--- config.mk ---
export PLATFORM = sky130hd
export DESIGN_NAME = programmable_chip_select_decoder
export DESIGN_NICKNAME = d
export VERILOG_FILES = /design/src/include/chip_select_pkg.sv /design/src/programmable_chip_select_decoder.sv /design/src/select_gate.sv
export VERILOG_INCLUDE_DIRS = /design/src /design/src/include
export SDC_FILE = /design/constraint.sdc
export NUM_CORES = 1
export LEC_CHECK = 0
export BUFFER_PORTS_ARGS = -buffer_cell sky130_fd_sc_hd__buf_2
export CAP_MARGIN = 20
export CELL_PAD_IN_SITES_DETAIL_PLACEMENT = 0
export CELL_PAD_IN_SITES_GLOBAL_PLACEMENT = 2
export CORE_MARGIN = 2
export CORE_UTILIZATION = 45
export CTS_CLUSTER_SIZE = 28
export DETAILED_ROUTE_END_ITERATION = 16
export PLACE_DENSITY = 0.81
export SLEW_MARGIN = 20
export SYNTH_ARGS = -nofsm -noshare
export SYNTH_HDL_FRONTEND = slang
export SYNTH_SLANG_ARGS = --single-unit
--- constraint.sdc ---
create_clock -name clk -period 5.05 [get_ports clk]
set_input_delay 0 -clock clk [delete_from_list [all_inputs] [get_ports clk]]
set_output_delay 0 -clock clk [all_outputs]
set_load 0.05 [all_outputs]
--- src/include/chip_select_defines.svh ---
`ifndef CHIP_SELECT_DEFINES_SVH
`define CHIP_SELECT_DEFINES_SVH

// First-level configuration indexes of the chip-select index and data registers
`define CS_INDEX_REG        8'h23
`define CS_DATA_REG         8'h24

// Second-level indexes: output n owns 4*n+0 .. 4*n+2, 4*n+3 is reserved
`define SEL_COUNT           3
`define SLOT_BASE_HIGH      2'h0
`define SLOT_BASE_LOW       2'h1
`define SLOT_DECODE_CONFIG  2'h2
`define SLOT_RESERVED       2'h3
`define SEL0_BASE_HIGH      4'h0
`define SEL0_BASE_LOW       4'h1
`define SEL0_DECODE_CONFIG  4'h2
`define SEL1_BASE_HIGH      4'h4
`define SEL1_BASE_LOW       4'h5
`define SEL1_DECODE_CONFIG  4'h6
`define SEL2_BASE_HIGH      4'h8
`define SEL2_BASE_LOW       4'h9
`define SEL2_DECODE_CONFIG  4'ha

// Decode configuration bit positions
`define CFG_MASK_A0         0
`define CFG_ON_WRITE        4
`define CFG_ON_READ         5
`define CFG_ANY_STROBE      6
`define CFG_MASK_LOW12      7

// Reset values
`define SEL_REG_RESET       8'h00
`define INDEX_RESET         4'h0
`define READ_PAD            8'h00

`endif

--- src/include/chip_select_pkg.sv ---
`include "chip_select_defines.svh"

package chip_select_pkg;

   // One chip-select output's programmable state
   typedef struct packed {
      logic [7:0] baseHigh;
      logic [7:0] baseLow;
      logic [7:0] decodeConfig;
   } sel_regs_t;

   // Host bus pins that the decoder watches
   typedef struct packed {
      logic [15:0] addr;
      logic        aen;
      logic        rdN;
      logic        wrN;
   } isa_pins_t;

   // Configuration-space access from the device's own config logic
   typedef struct packed {
      logic       write;
      logic       read;
      logic [7:0] index;
      logic [7:0] wrData;
   } cfg_req_t;

   // Address bits that take part in the compare
   function automatic logic [15:0] careBits(input logic [7:0] cfg);
      logic [15:0] care;
      care = 16'hffff;
      if (cfg[`CFG_MASK_LOW12]) begin
         care[11:0] = 12'h000;
      end
      for (int i = 0; i < 4; i++) begin
         if (cfg[`CFG_MASK_A0 + i]) begin
            care[i] = 1'b0;
         end
      end
      return care;
   endfunction : careBits

   // Unmasked address lines equal the programmed 16-bit base
   function automatic logic addrHit(input isa_pins_t p, input sel_regs_t r);
      return ((p.addr ^ {r.baseHigh, r.baseLow}) & careBits(r.decodeConfig)) == 16'h0000;
   endfunction : addrHit

   // Full qualification of one chip-select, active high
   function automatic logic selectWanted(input isa_pins_t p, input sel_regs_t r);
      logic strobeOk;
      strobeOk = r.decodeConfig[`CFG_ANY_STROBE]
                 | (r.decodeConfig[`CFG_ON_WRITE] & ~p.wrN)
                 | (r.decodeConfig[`CFG_ON_READ] & ~p.rdN);
      return ~p.aen & addrHit(p, r) & strobeOk;
   endfunction : selectWanted

endpackage : chip_select_pkg

--- src/programmable_chip_select_decoder.sv ---
`timescale 1ns/1ps
`include "chip_select_defines.svh"

module programmable_chip_select_decoder (
   input  wire                             clk,
   input  wire                             resetn,
   input  wire  chip_select_pkg::cfg_req_t cfgReq,
   input  wire  chip_select_pkg::isa_pins_t isaPins,
   output logic [7:0]                      cfgRdData,
   output logic                            cfgRdValid,
   output logic                            selectOutZeroN,
   output logic                            selectOutOneN,
   output logic                            selectOutTwoN
);

   // Whole block state; the pin synchroniser lives here too
   typedef struct packed {
      logic [3:0]                          index;
      chip_select_pkg::sel_regs_t [2:0]    sel;
      chip_select_pkg::isa_pins_t          pinMeta;
      chip_select_pkg::isa_pins_t          pinSync;
      logic [7:0]                          rdData;
      logic                                rdValid;
   } state_t;

   state_t stateQ;
   state_t stateD;
   logic [2:0] selectN;

   // Value of the register at a second-level index; holes read as zero
   function automatic logic [7:0] regValue(input chip_select_pkg::sel_regs_t [2:0] sel,
                                           input logic [3:0] idx);
      logic [7:0] val;
      val = `READ_PAD;
      for (int i = 0; i < `SEL_COUNT; i++) begin
         if (idx[3:2] == 2'(i)) begin
            case (idx[1:0])
               `SLOT_BASE_HIGH:     val = sel[i].baseHigh;
               `SLOT_BASE_LOW:      val = sel[i].baseLow;
               `SLOT_DECODE_CONFIG: val = sel[i].decodeConfig;
               default:             val = `READ_PAD;
            endcase
         end
      end
      return val;
   endfunction : regValue

   // Next-state logic: pin synchroniser, index register and data register port
   always_comb begin
      stateD = stateQ;
      // Bus pins are asynchronous to clk, so they pass two flops first
      stateD.pinMeta = isaPins;
      stateD.pinSync = stateQ.pinMeta;
      stateD.rdValid = 1'b0;
      if (cfgReq.write) begin
         if (cfgReq.index == `CS_INDEX_REG) begin
            // Only four bits are stored, so 10h and up can never be formed
            stateD.index = cfgReq.wrData[3:0];
         end else if (cfgReq.index == `CS_DATA_REG) begin
            for (int i = 0; i < `SEL_COUNT; i++) begin
               if (stateQ.index[3:2] == 2'(i)) begin
                  case (stateQ.index[1:0])
                     `SLOT_BASE_HIGH:     stateD.sel[i].baseHigh = cfgReq.wrData;
                     `SLOT_BASE_LOW:      stateD.sel[i].baseLow = cfgReq.wrData;
                     `SLOT_DECODE_CONFIG: stateD.sel[i].decodeConfig = cfgReq.wrData;
                     default:             stateD.sel[i] = stateQ.sel[i];
                  endcase
               end
            end
         end
      end
      // Reads see the state before any write in the same cycle
      if (cfgReq.read) begin
         stateD.rdValid = 1'b1;
         if (cfgReq.index == `CS_INDEX_REG) begin
            stateD.rdData = {4'h0, stateQ.index};
         end else if (cfgReq.index == `CS_DATA_REG) begin
            stateD.rdData = regValue(stateQ.sel, stateQ.index);
         end else begin
            stateD.rdData = `READ_PAD;
         end
      end
   end

   // Single register stage for the whole state
   always_ff @(posedge clk or negedge resetn) begin
      if (!resetn) begin
         stateQ.index   <= `INDEX_RESET;
         stateQ.sel     <= '0;
         stateQ.pinMeta <= '1;
         stateQ.pinSync <= '1;
         stateQ.rdData  <= `READ_PAD;
         stateQ.rdValid <= 1'b0;
      end else begin
         stateQ <= stateD;
      end
   end

   // Same decoder for each output, fed from the second synchroniser stage
   for (genvar g = 0; g < `SEL_COUNT; g++) begin : gDecode
      select_gate uGate (
         .pins    (stateQ.pinSync),
         .regs    (stateQ.sel[g]),
         .selectN (selectN[g])
      );
   end

   // Outputs; selects stay high through reset since the sync flops reset high
   assign selectOutZeroN = selectN[0];
   assign selectOutOneN  = selectN[1];
   assign selectOutTwoN  = selectN[2];
   assign cfgRdData      = stateQ.rdData;
   assign cfgRdValid     = stateQ.rdValid;

   // Index write lands in four bits only
   AST_INDEX_WRITE: assert property (@(posedge clk) disable iff (!resetn)
      cfgReq.write && cfgReq.index == `CS_INDEX_REG
      |=> stateQ.index == $past(cfgReq.wrData[3:0]))
      else $error("index register did not take the written nibble");

   // Data port read returns the addressed base low byte of output zero
   AST_DATA_READ: assert property (@(posedge clk) disable iff (!resetn)
      cfgReq.read && cfgReq.index == `CS_DATA_REG && stateQ.index == `SEL0_BASE_LOW
      |=> cfgRdValid && cfgRdData == $past(stateQ.sel[0].baseLow))
      else $error("data register read did not return base low of output zero");

   // Upper index bits always read zero
   AST_INDEX_UPPER: assert property (@(posedge clk) disable iff (!resetn)
      cfgReq.read && cfgReq.index == `CS_INDEX_REG
      |=> cfgRdValid && cfgRdData[7:4] == 4'h0)
      else $error("index register upper bits not zero");

   // Config of output one sits at 06h
   AST_WRITE_MAP: assert property (@(posedge clk) disable iff (!resetn)
      cfgReq.write && cfgReq.index == `CS_DATA_REG && stateQ.index == `SEL1_DECODE_CONFIG
      |=> stateQ.sel[1].decodeConfig == $past(cfgReq.wrData))
      else $error("config of output one not written at its index");

   // Output two base high sits at 08h
   AST_WRITE_MAP2: assert property (@(posedge clk) disable iff (!resetn)
      cfgReq.write && cfgReq.index == `CS_DATA_REG && stateQ.index == `SEL2_BASE_HIGH
      |=> stateQ.sel[2].baseHigh == $past(cfgReq.wrData))
      else $error("base high of output two not written at its index");

   // Registers hold zero while reset is applied
   AST_RESET_CLEAR: assert property (@(posedge clk)
      !resetn |-> stateQ.sel == '0 && stateQ.index == `INDEX_RESET)
      else $error("registers not clear during reset");

   // Writes to the holes leave every register untouched
   AST_HOLE_WRITE: assert property (@(posedge clk) disable iff (!resetn)
      cfgReq.write && cfgReq.index == `CS_DATA_REG && stateQ.index[1:0] == `SLOT_RESERVED
      |=> $stable(stateQ.sel))
      else $error("write to an empty index changed a register");

   // Address-enable high blocks every select
   AST_AEN_BLOCKS: assert property (@(posedge clk) disable iff (!resetn)
      stateQ.pinSync.aen |-> selectN == 3'b111)
      else $error("select asserted with address-enable high");

   // Bit 0 masks A0: addresses differing only there still hit
   AST_MASK_A0: assert property (@(posedge clk) disable iff (!resetn)
      !stateQ.pinSync.aen && stateQ.sel[0].decodeConfig[`CFG_ANY_STROBE]
      && stateQ.sel[0].decodeConfig[`CFG_MASK_A0]
      && stateQ.pinSync.addr[15:1] == {stateQ.sel[0].baseHigh, stateQ.sel[0].baseLow[7:1]}
      |-> !selectOutZeroN)
      else $error("A0 mask did not drop A0 from the compare");

   // Bit 7 masks A11-A0 so only the top nibble counts
   AST_MASK_LOW12: assert property (@(posedge clk) disable iff (!resetn)
      !stateQ.pinSync.aen && stateQ.sel[0].decodeConfig[`CFG_ANY_STROBE]
      && stateQ.sel[0].decodeConfig[`CFG_MASK_LOW12]
      && stateQ.pinSync.addr[15:12] == stateQ.sel[0].baseHigh[7:4]
      |-> !selectOutZeroN)
      else $error("A11-A0 mask did not drop the low lines");

   // Write strobe qualification of output zero
   AST_ON_WRITE: assert property (@(posedge clk) disable iff (!resetn)
      chip_select_pkg::addrHit(stateQ.pinSync, stateQ.sel[0]) && !stateQ.pinSync.aen
      && !stateQ.sel[0].decodeConfig[`CFG_ANY_STROBE] && stateQ.pinSync.rdN
      && !stateQ.pinSync.wrN
      |-> selectOutZeroN == !stateQ.sel[0].decodeConfig[`CFG_ON_WRITE])
      else $error("write strobe qualification wrong");

   // Read strobe qualification of output zero
   AST_ON_READ: assert property (@(posedge clk) disable iff (!resetn)
      chip_select_pkg::addrHit(stateQ.pinSync, stateQ.sel[0]) && !stateQ.pinSync.aen
      && !stateQ.sel[0].decodeConfig[`CFG_ANY_STROBE] && stateQ.pinSync.wrN
      && !stateQ.pinSync.rdN
      |-> selectOutZeroN == !stateQ.sel[0].decodeConfig[`CFG_ON_READ])
      else $error("read strobe qualification wrong");

   // Bit 6 asserts on any match, strobes idle
   AST_ANY_STROBE: assert property (@(posedge clk) disable iff (!resetn)
      chip_select_pkg::addrHit(stateQ.pinSync, stateQ.sel[0]) && !stateQ.pinSync.aen
      && stateQ.sel[0].decodeConfig[`CFG_ANY_STROBE]
      |-> !selectOutZeroN)
      else $error("any-strobe mode did not assert on a match");

   // Output two follows the same decode as output zero
   AST_SAME_DECODE: assert property (@(posedge clk) disable iff (!resetn)
      stateQ.sel[2] == stateQ.sel[0] |-> selectOutTwoN == selectOutZeroN)
      else $error("output two decodes differently from output zero");

   // Quiet bus drives all selects high once the pins have been idle for two cycles
   AST_IDLE_HIGH: assert property (@(posedge clk) disable iff (!resetn)
      isaPins.rdN && isaPins.wrN && isaPins.aen
      ##1 isaPins.rdN && isaPins.wrN && isaPins.aen
      |=> selectN == 3'b111)
      else $error("select low while bus idle");

   // A mismatch in the top nibble never hits, whatever the mask bits
   AST_TOP_NIBBLE: assert property (@(posedge clk) disable iff (!resetn)
      stateQ.pinSync.addr[15:12] != stateQ.sel[1].baseHigh[7:4] |-> selectOutOneN)
      else $error("top address nibble ignored in compare");

   // Index read returns the stored nibble, not just zero upper bits
   AST_INDEX_READ: assert property (@(posedge clk) disable iff (!resetn)
      cfgReq.read && cfgReq.index == `CS_INDEX_REG
      |=> cfgRdData[3:0] == $past(stateQ.index))
      else $error("index register read returned a wrong nibble");

   // Valid is a single pulse that only a read request raises
   AST_RDVALID_PULSE: assert property (@(posedge clk) disable iff (!resetn)
      !cfgReq.read |=> !cfgRdValid)
      else $error("read valid without a read request");

   // Read data holds between reads, so software may sample it late
   AST_RDDATA_HOLD: assert property (@(posedge clk) disable iff (!resetn)
      !cfgReq.read |=> $stable(cfgRdData))
      else $error("read data changed without a read");

   // Foreign first-level indexes read as zero
   AST_RD_FOREIGN: assert property (@(posedge clk) disable iff (!resetn)
      cfgReq.read && cfgReq.index != `CS_INDEX_REG && cfgReq.index != `CS_DATA_REG
      |=> cfgRdData == 8'h00)
      else $error("foreign index read not zero");

   // The top group of second-level indexes holds no register
   AST_RD_TOPGROUP: assert property (@(posedge clk) disable iff (!resetn)
      cfgReq.read && cfgReq.index == `CS_DATA_REG && stateQ.index[3:2] == 2'h3
      |=> cfgRdData == 8'h00)
      else $error("empty index group read not zero");

   // Writes to foreign first-level indexes leave everything alone
   AST_OTHER_WRITE: assert property (@(posedge clk) disable iff (!resetn)
      cfgReq.write && cfgReq.index != `CS_INDEX_REG && cfgReq.index != `CS_DATA_REG
      |=> $stable(stateQ.sel) && $stable(stateQ.index))
      else $error("foreign index write changed state");

   // Registers only move on a write request
   AST_BASE_HOLD: assert property (@(posedge clk) disable iff (!resetn)
      !cfgReq.write |=> $stable(stateQ.sel))
      else $error("register changed without a write");

   // Output zero base high sits at 00h
   AST_WRITE_MAP0: assert property (@(posedge clk) disable iff (!resetn)
      cfgReq.write && cfgReq.index == `CS_DATA_REG && stateQ.index == `SEL0_BASE_HIGH
      |=> stateQ.sel[0].baseHigh == $past(cfgReq.wrData))
      else $error("base high of output zero not written at its index");

   // Output one base low sits at 05h
   AST_WRITE_MAP1: assert property (@(posedge clk) disable iff (!resetn)
      cfgReq.write && cfgReq.index == `CS_DATA_REG && stateQ.index == `SEL1_BASE_LOW
      |=> stateQ.sel[1].baseLow == $past(cfgReq.wrData))
      else $error("base low of output one not written at its index");

   // An address miss never asserts output zero
   AST_MISS_ZERO: assert property (@(posedge clk) disable iff (!resetn)
      !chip_select_pkg::addrHit(stateQ.pinSync, stateQ.sel[0]) |-> selectOutZeroN)
      else $error("select asserted on an address miss");

   // With no strobe enabled and both strobes idle, output one stays high
   AST_STROBE_IDLE: assert property (@(posedge clk) disable iff (!resetn)
      !stateQ.sel[1].decodeConfig[`CFG_ANY_STROBE] && stateQ.pinSync.rdN
      && stateQ.pinSync.wrN |-> selectOutOneN)
      else $error("select asserted with strobes idle");

   // All four low mask bits drop A3-A0 together
   AST_MASK_A3: assert property (@(posedge clk) disable iff (!resetn)
      !stateQ.pinSync.aen && stateQ.sel[0].decodeConfig[`CFG_ANY_STROBE]
      && stateQ.sel[0].decodeConfig[3:0] == 4'hf
      && stateQ.pinSync.addr[15:4] == {stateQ.sel[0].baseHigh, stateQ.sel[0].baseLow[7:4]}
      |-> !selectOutZeroN)
      else $error("A3-A0 masks did not drop the low lines");

   // A4 is decoded unless bit 7 masks it; low masks never reach it
   AST_A4_KEPT: assert property (@(posedge clk) disable iff (!resetn)
      !stateQ.sel[0].decodeConfig[`CFG_MASK_LOW12]
      && stateQ.pinSync.addr[4] != stateQ.sel[0].baseLow[4] |-> selectOutZeroN)
      else $error("A4 dropped from the compare");

   // Output one follows the same decode as output zero
   AST_SAME_DECODE1: assert property (@(posedge clk) disable iff (!resetn)
      stateQ.sel[1] == stateQ.sel[0] |-> selectOutOneN == selectOutZeroN)
      else $error("output one decodes differently from output zero");

   // Output two also ignores strobes in any-strobe mode
   AST_ANY_STROBE2: assert property (@(posedge clk) disable iff (!resetn)
      chip_select_pkg::addrHit(stateQ.pinSync, stateQ.sel[2]) && !stateQ.pinSync.aen
      && stateQ.sel[2].decodeConfig[`CFG_ANY_STROBE]
      |-> !selectOutTwoN)
      else $error("any-strobe mode of output two did not assert");

   // Top nibble of output two is always compared
   AST_TOP_NIBBLE2: assert property (@(posedge clk) disable iff (!resetn)
      stateQ.pinSync.addr[15:12] != stateQ.sel[2].baseHigh[7:4] |-> selectOutTwoN)
      else $error("top address nibble of output two ignored");

endmodule : programmable_chip_select_decoder

--- src/select_gate.sv ---
`timescale 1ns/1ps

// One chip-select decoder; the same logic serves every output
module select_gate (
   input  wire chip_select_pkg::isa_pins_t pins,
   input  wire chip_select_pkg::sel_regs_t regs,
   output logic                            selectN
);

   // Pure decode, so the pin reacts in the same cycle as the synchronised bus
   always_comb begin
      selectN = ~chip_select_pkg::selectWanted(pins, regs);
   end

endmodule : select_gate

==> results of run 1 <==
[state kept, by name (all words and copies together) (netlist names)]
register	cells
cfgRdData	8
cfgRdValid	1
stateQ	95
stateD	19
[metal layers]
layer  global-route usage (%)  vias to the layer above
li1                         -                     1721
met1                     32.5                     1893
met2                     33.2                      103
met3                     7.16                       15
met4                     8.08                        0
met5                        0                        -
[cells in the mapped netlist (2+ instances only)]
library cell	number	share of area [%]
mux2_4	8	2.1
dfstp_2	38	17
buf_2	4	0.35
xnor2_1	45	6.9
a221oi_1	10	1.5
o32ai_1	2	0.31
nand2_1	8	0.53
and2_1	2	0.22
nand4_2	2	0.44
nand4bb_1	2	0.39
a2111o_1	2	0.39
mux2i_1	9	1.6
buf_4	8	1.1
nor2b_1	4	0.44
nand3_1	4	0.35
nor4_1	6	0.66
mux2_2	81	16
o21ai_0	8	0.70
nor2_2	6	0.66
inv_1	9	0.59
a211oi_1	2	0.26
nor4b_4	2	0.83
nor3_4	3	0.85
nand4_1	7	0.77
a21oi_1	9	0.79
o22ai_1	10	1.1
o311ai_0	6	0.92
xor2_1	3	0.46
nor2_1	7	0.46
nand2b_1	2	0.22
clkbuf_1	10	0.66
dfrtp_1	85	37
a32o_1	2	0.35
a22oi_1	7	0.92
[worst reg2reg max path, delay by kind of cell, from the launching register on]
kind | cells | cell delay (ns)
AND/OR/NAND/NOR | 2 | 0.80
multiplexers | 1 | 0.42
flip-flops | 1 | 0.68
buffers and inverters | 1 | 0.57
[cell families (layout without fill, tap and decap cells)]
| family | count (synthesis) | count (layout) | synth area share, % |
|---|---|---|---|
| DFF | 123 | 123 | 54.7 |
| muxes | 98 | 98 | 19.6 |
| AOI/OAI and AO/OA | 64 | 64 | 8.14 |
| and+or+nand+nor | 59 | 59 | 7.57 |
| xor gates and xnor gates | 48 | 48 | 7.35 |
| buffers and inverters | 31 | 123 | 2.65 |
[through the flow]
stage	util, %	setup WS (ns)	hold slack (ns)	area, um^2
finish	56.1	2.46	0.00823	7020
global route	56.1	2.29	0.0345	7020
CTS	56.1	2.24	0.000428	7020
detailed placement	48.6	2.25	0.106	6080
global placement	48.6	2.36	0.105	6080
floorplan	-	3.16	-0.296	5720
[repair_timing]
item / in CTS / in global routing
endpoints found under the hold margin: 135 / 0
setup buffers: 0 / 0
hold buffers: 30 / 0
gates resized for setup: 0 / 0
[report_power, final]
part	total (uW)	switching (uW)	leakage (uW)	internal [uW]
Clock	1280	419	0.000316	865
Combinational	142	76.4	0.00113	65.4
Sequential	1050	28.2	0.00158	1020
[area by class of cell]
type	instances	area share, %
Clock buffer	26	7.54
Timing Repair Buffer	82	8.09
Sequential cell	123	44.5
Tap cell	172	3.07
Inverter	9	0.481
Clock inverter	6	1.50
Multi-Input combinational cell	269	34.8
[worst max path at each step]
stage | start | end | slack, ns
CTS | stateQ[119] | cfgRdData[4] | 2.24
floorplan | stateQ[12] | selectOutOneN | 3.16
finish | stateQ[119] | stateQ[51] | 2.46
global route | stateQ[119] | stateQ[51] | 2.29
detailed placement | stateQ[119] | cfgRdData[4] | 2.25
global placement | stateQ[119] | cfgRdData[4] | 2.36
==> results.json, run 1 <==
{
  "outcome": "complete, no violations",
  "peakVddDrop_mv": 0.222,
  "cts_buffer_depth": 2,
  "r2r-end": "stateQ[51]",
  "drt-wirelength-per-cell_um": 20.9,
  "r2r_slack_ns": 2.46,
  "hpwlAfterDp_um": 9730,
  "syn_area_per_cell_um2": 13.5,
  "crit_fanout": 22,
  "cts_made_buffers": 17,
  "synth_cells": 423,
  "synth_edf_count": 0,
  "syn_area_mm2": 0.00572,
  "coreArea_mm2": 0.0125,
  "drc": 0,
  "worstHoldPathCells": 4,
  "fin_crit_sh_pct": 51.2,
  "worstSetupEndpointType": "register",
  "syn_nets": 462,
  "worstPathRequired_ns": 5.35,
  "final_cell_mix": "dfrtp_1 (85), mux2_2 (81), buf_2 (49)",
  "worstPathArrival_ns": 2.89,
  "crit_family": "simple AND/OR/NAND/NOR gates",
  "clkSlewWorstSetupHoldPaths_ns": 0.05,
  "dieHeight_um": 117,
  "fill_cells": 1054,
  "grt_max_degree": 73,
  "final_common_cell": "dfrtp_1",
  "setup_viol": 0,
  "met2_length_um": 6400,
  "ys_warn_count": 0,
  "yosysUniqueCellTypes": 44,
  "io_buffers": 50,
  "fin_worst_skew_ns": 0.00947,
  "fin_cells": 687,
  "synth_seq_cells": 123,
  "start_kind": "register",
  "antenna_found_initial": 0,
  "dr.pass1.iters": 4,
  "crit_chain": "inv_1, nand2_1, nor2_2, mux2_2",
  "grt_pass1_wl_um": 22000,
  "placementRows": 41,
  "hold_path.startpoint": "cfgReq[15]",
  "clk_latency_ns": 0.42,
  "synth-main-ff-cell": "dfrtp_1",
  "multiInputGateArea_mm2": 0.00244,
  "p_leak_uw": 0.00303,
  "p_per_area_mw_per_mm2": 353,
  "slew_headroom_pct": 34.7,
  "syn2layout_area_growth_pct": 22.8,
  "drt_iter0_drc": 211,
  "clock-sinks": 123,
  "max_stage_delay_ns": 0.68,
  "dp.cells": 625,
  "ant_nets": 0,
  "grt_util_all_layers_pct": 22.9,
  "io_pins": 51,
  "cts.root.buffer_cell": "clkbuf_16",
  "layout.nets": 541,
  "route.met3.wl_um": 816,
  "critPathKind": "register to register",
  "setup_tns_ns": 0,
  "initial_utilization_pct": 45.7,
  "drv_slew": 0,
  "drive_above_1_share_pct": 43.9,
  "regArea_mm2": 0.00313,
  "finalHoldViolCount": 0,
  "power_uw": 2480,
  "rr_worst_depth": 4,
  "die_w_um": 117,
  "top_layer": "met4",
  "max_freq_mhz": 386,
  "crit_buf_inv": 1,
  "min_to": "cfgRdData[2]",
  "crit_cells": 4,
  "antenna_cells": 0,
  "ys_seq_area_share_pct": 54.7,
  "tightest_slew_ns": 0.980,
  "holdCritPathClass": "input pin to register",
  "rsz0062_at_grt": "false",
  "crit_slowest_cell": "dfrtp_1",
  "grt_overflow": 0,
  "m1WireLength_um": 6980,
  "worst_r2r_startpoint": "stateQ[119]",
  "cts_tree": "built",
  "gp_congestion": 0.914,
  "die-area_mm2": 0.0136,
  "vias_per_cell": 5.43,
  "grt_pass1_vias": 3833,
  "wirelength_um": 14400,
  "num_vias": 3732,
  "drv_cap": 0,
  "cts_htree_levels": 4,
  "period_minus_slack_ns": 2.59,
  "synth_async_sr_flop_share_pct": 100
}
(Power assumes the default switching activity.)
==> inputs of run 2 (changes only) <==
--- a/config.mk
+++ b/config.mk
@@ -11,10 +11,10 @@
 export CELL_PAD_IN_SITES_DETAIL_PLACEMENT = 0
 export CELL_PAD_IN_SITES_GLOBAL_PLACEMENT = 2
 export CORE_MARGIN = 2
-export CORE_UTILIZATION = 45
+export CORE_UTILIZATION = 38
 export CTS_CLUSTER_SIZE = 28
 export DETAILED_ROUTE_END_ITERATION = 16
-export PLACE_DENSITY = 0.81
+export PLACE_DENSITY = 0.73
 export SLEW_MARGIN = 20
 export SYNTH_ARGS = -nofsm -noshare
 export SYNTH_HDL_FRONTEND = slang
==> constraint.sdc (replaced) <==
create_clock -name clk -period 2.15 [get_ports clk]
set_input_delay 0 -clock clk [delete_from_list [all_inputs] [get_ports clk]]
set_output_delay 0 -clock clk [all_outputs]
set_load 0.05 [all_outputs]
==> run 2 against run 1 <==
- clock skew is 0.0021 ns lower
- sequential share of layout area is 0.76 points lower
- power is 130% higher
- largest power group unchanged
==> results.json, run 2 (same netlist as run 1, synthesis figures left out) <==
{
  "clock-sinks": 123,
  "wirelength_um": 14700,
  "drc": 0,
  "route.met3.wl_um": 911,
  "cts.root.buffer_cell": "clkbuf_16",
  "dp.cells": 658,
  "setup_viol": 0,
  "fin_worst_skew_ns": 0.00742,
  "syn2layout_area_growth_pct": 24.9,
  "fin_cells": 715,
  "drt-wirelength-per-cell_um": 20.6,
  "peakVddDrop_mv": 0.507,
  "final_cell_mix": "dfrtp_1 (85), mux2_2 (81), buf_2 (48)",
  "setup_tns_ns": 0,
  "grt_max_degree": 58,
  "clk_latency_ns": 0.42,
  "grt_overflow": 0,
  "m1WireLength_um": 7200,
  "gp_congestion": 0.878,
  "fill_cells": 1302,
  "worstPathArrival_ns": 2.09,
  "initial_utilization_pct": 39.0,
  "coreArea_mm2": 0.0146,
  "crit_fanout": 3,
  "die-area_mm2": 0.0160,
  "largest-register": "stateQ",
  "drv_cap": 0,
  "cts_htree_levels": 4,
  "io_pins": 51,
  "top_layer": "met4",
  "ant_nets": 0,
  "met2_length_um": 6430,
  "finalHoldViolCount": 0,
  "cts_tree": "built",
  "final_common_cell": "dfrtp_1",
  "place_ws_ns": 0.313,
  "antenna_cells": 0,
  "clkSlewWorstSetupHoldPaths_ns": 0.05,
  "outcome": "complete, no violations",
  "io_buffers": 50,
  "vias_per_cell": 5.33,
  "num_vias": 3808,
  "dieHeight_um": 127,
  "max_freq_mhz": 478,
  "critPathKind": "register to primary output",
  "layout.nets": 557,
  "period_minus_slack_ns": 2.09,
  "drt_iter0_drc": 229,
  "power_uw": 5640,
  "hpwlAfterDp_um": 10500,
  "slew_headroom_pct": 63.2,
  "drive_above_1_share_pct": 46.7,
  "antenna_found_initial": 0,
  "largest_reg_flops": 95,
  "drv_slew": 0,
  "worstSetupEndpointType": "primary output",
  "holdCritPathClass": "input pin to register",
  "grt_util_all_layers_pct": 19.4,
  "fin_crit_sh_pct": 97.3,
  "cts_buffer_depth": 2,
  "worstPathRequired_ns": 2.15,
  "start_kind": "register",
  "layout_setup_ws_ns": 0.0587,
  "cts_made_buffers": 17,
  "tightest_slew_ns": 0.551,
  "p_per_area_mw_per_mm2": 789,
  "die_w_um": 127,
  "grt_pass1_wl_um": 23000,
  "rsz0062_at_grt": "false",
  "grt_pass1_vias": 3867,
  "placementRows": 44,
  "dr.pass1.iters": 5,
  "p_leak_uw": 0.00310
}
[run 2: cell types whose count changed in the layout (fill, tap and decap cells not counted), sizes merged]
cell	before	now
clkinv	3	4
clkbuf	26	25
buf	52	73
clkinvlp	0	1
bufinv	3	2
dlygate4sd3	30	25
[run 2: per-stage QoR]
step                      hold WS [ns]  utilization (%)  instance area, um^2
after global routing            0.0119             48.8                 7140
final                           0.0130             48.8                 7140
after global placement          0.0203             42.9                 6280
after CTS                      0.00459             48.7                 7130
after detailed placement        0.0312             42.9                 6280
after floorplan                 -0.296                -                 5720
[run 2: layout make-up]
class	count	area (um^2)	share of cell area, %
flip-flops and latches	123	3130	43.8
multi-input cells	269	2470	34.5
repair buffers	98	703	9.84
clock buffers	25	495	6.94
well taps	184	230	3.22
clock inverters	7	87.6	1.23
inverters	9	33.8	0.473
[run 2: layer usage]
| metal | vias to the layer above | track usage [%] |
|---|---|---|
| met1 | 1926 | 28.4 |
| met4 | 0 | 6.92 |
| met3 | 13 | 5.82 |
| li1 | 1745 | - |
| met5 | - | 0 |
| met2 | 124 | 27.4 |
[run 2: final timing paths]
| path | start | slack (ns) | depth (start not counted) | endpoint |
|---|---|---|---|---|
| worst min-delay path | cfgReq[6] | 0.01 | 2 | stateQ[69] |
| worst min register to register | stateD[26] | 0.35 | 0 | stateQ[26] |
| worst max register to register | stateQ[120] | 0.22 | 5 | cfgRdData[1] |
| max in group asynchronous | resetn | 1.24 | 3 | stateD[10] |
| worst max-delay path | stateQ[17] | 0.06 | 5 | selectOutZeroN |
| min in group asynchronous | resetn | 0.12 | 2 | stateQ[117] |
[run 2: timing repair]
item | in CTS | in global routing
setup endpoints to repair | 2 | 2
setup buffers | 0 | 0
gates resized for setup | 2 | 4
gates cloned | 0 | 0
hold buffers | 25 | 0
pin swaps | 0 | 1
hold endpoints to repair | 92 | 0
[run 2: power by group]
group / total [uW] / internal, uW / switching (uW)
logic: 377 / 165 / 212
clock network: 2820 / 1820 / 999
registers: 2440 / 2400 / 45.9
[run 2: worst max-delay path: stages, from the launching register on]
cell	delay, ns
dfstp_2	0.57
xnor2_1	0.15
nand4_1	0.16
nor4_2	0.37
o21ai_0	0.17
buf_2	0.24
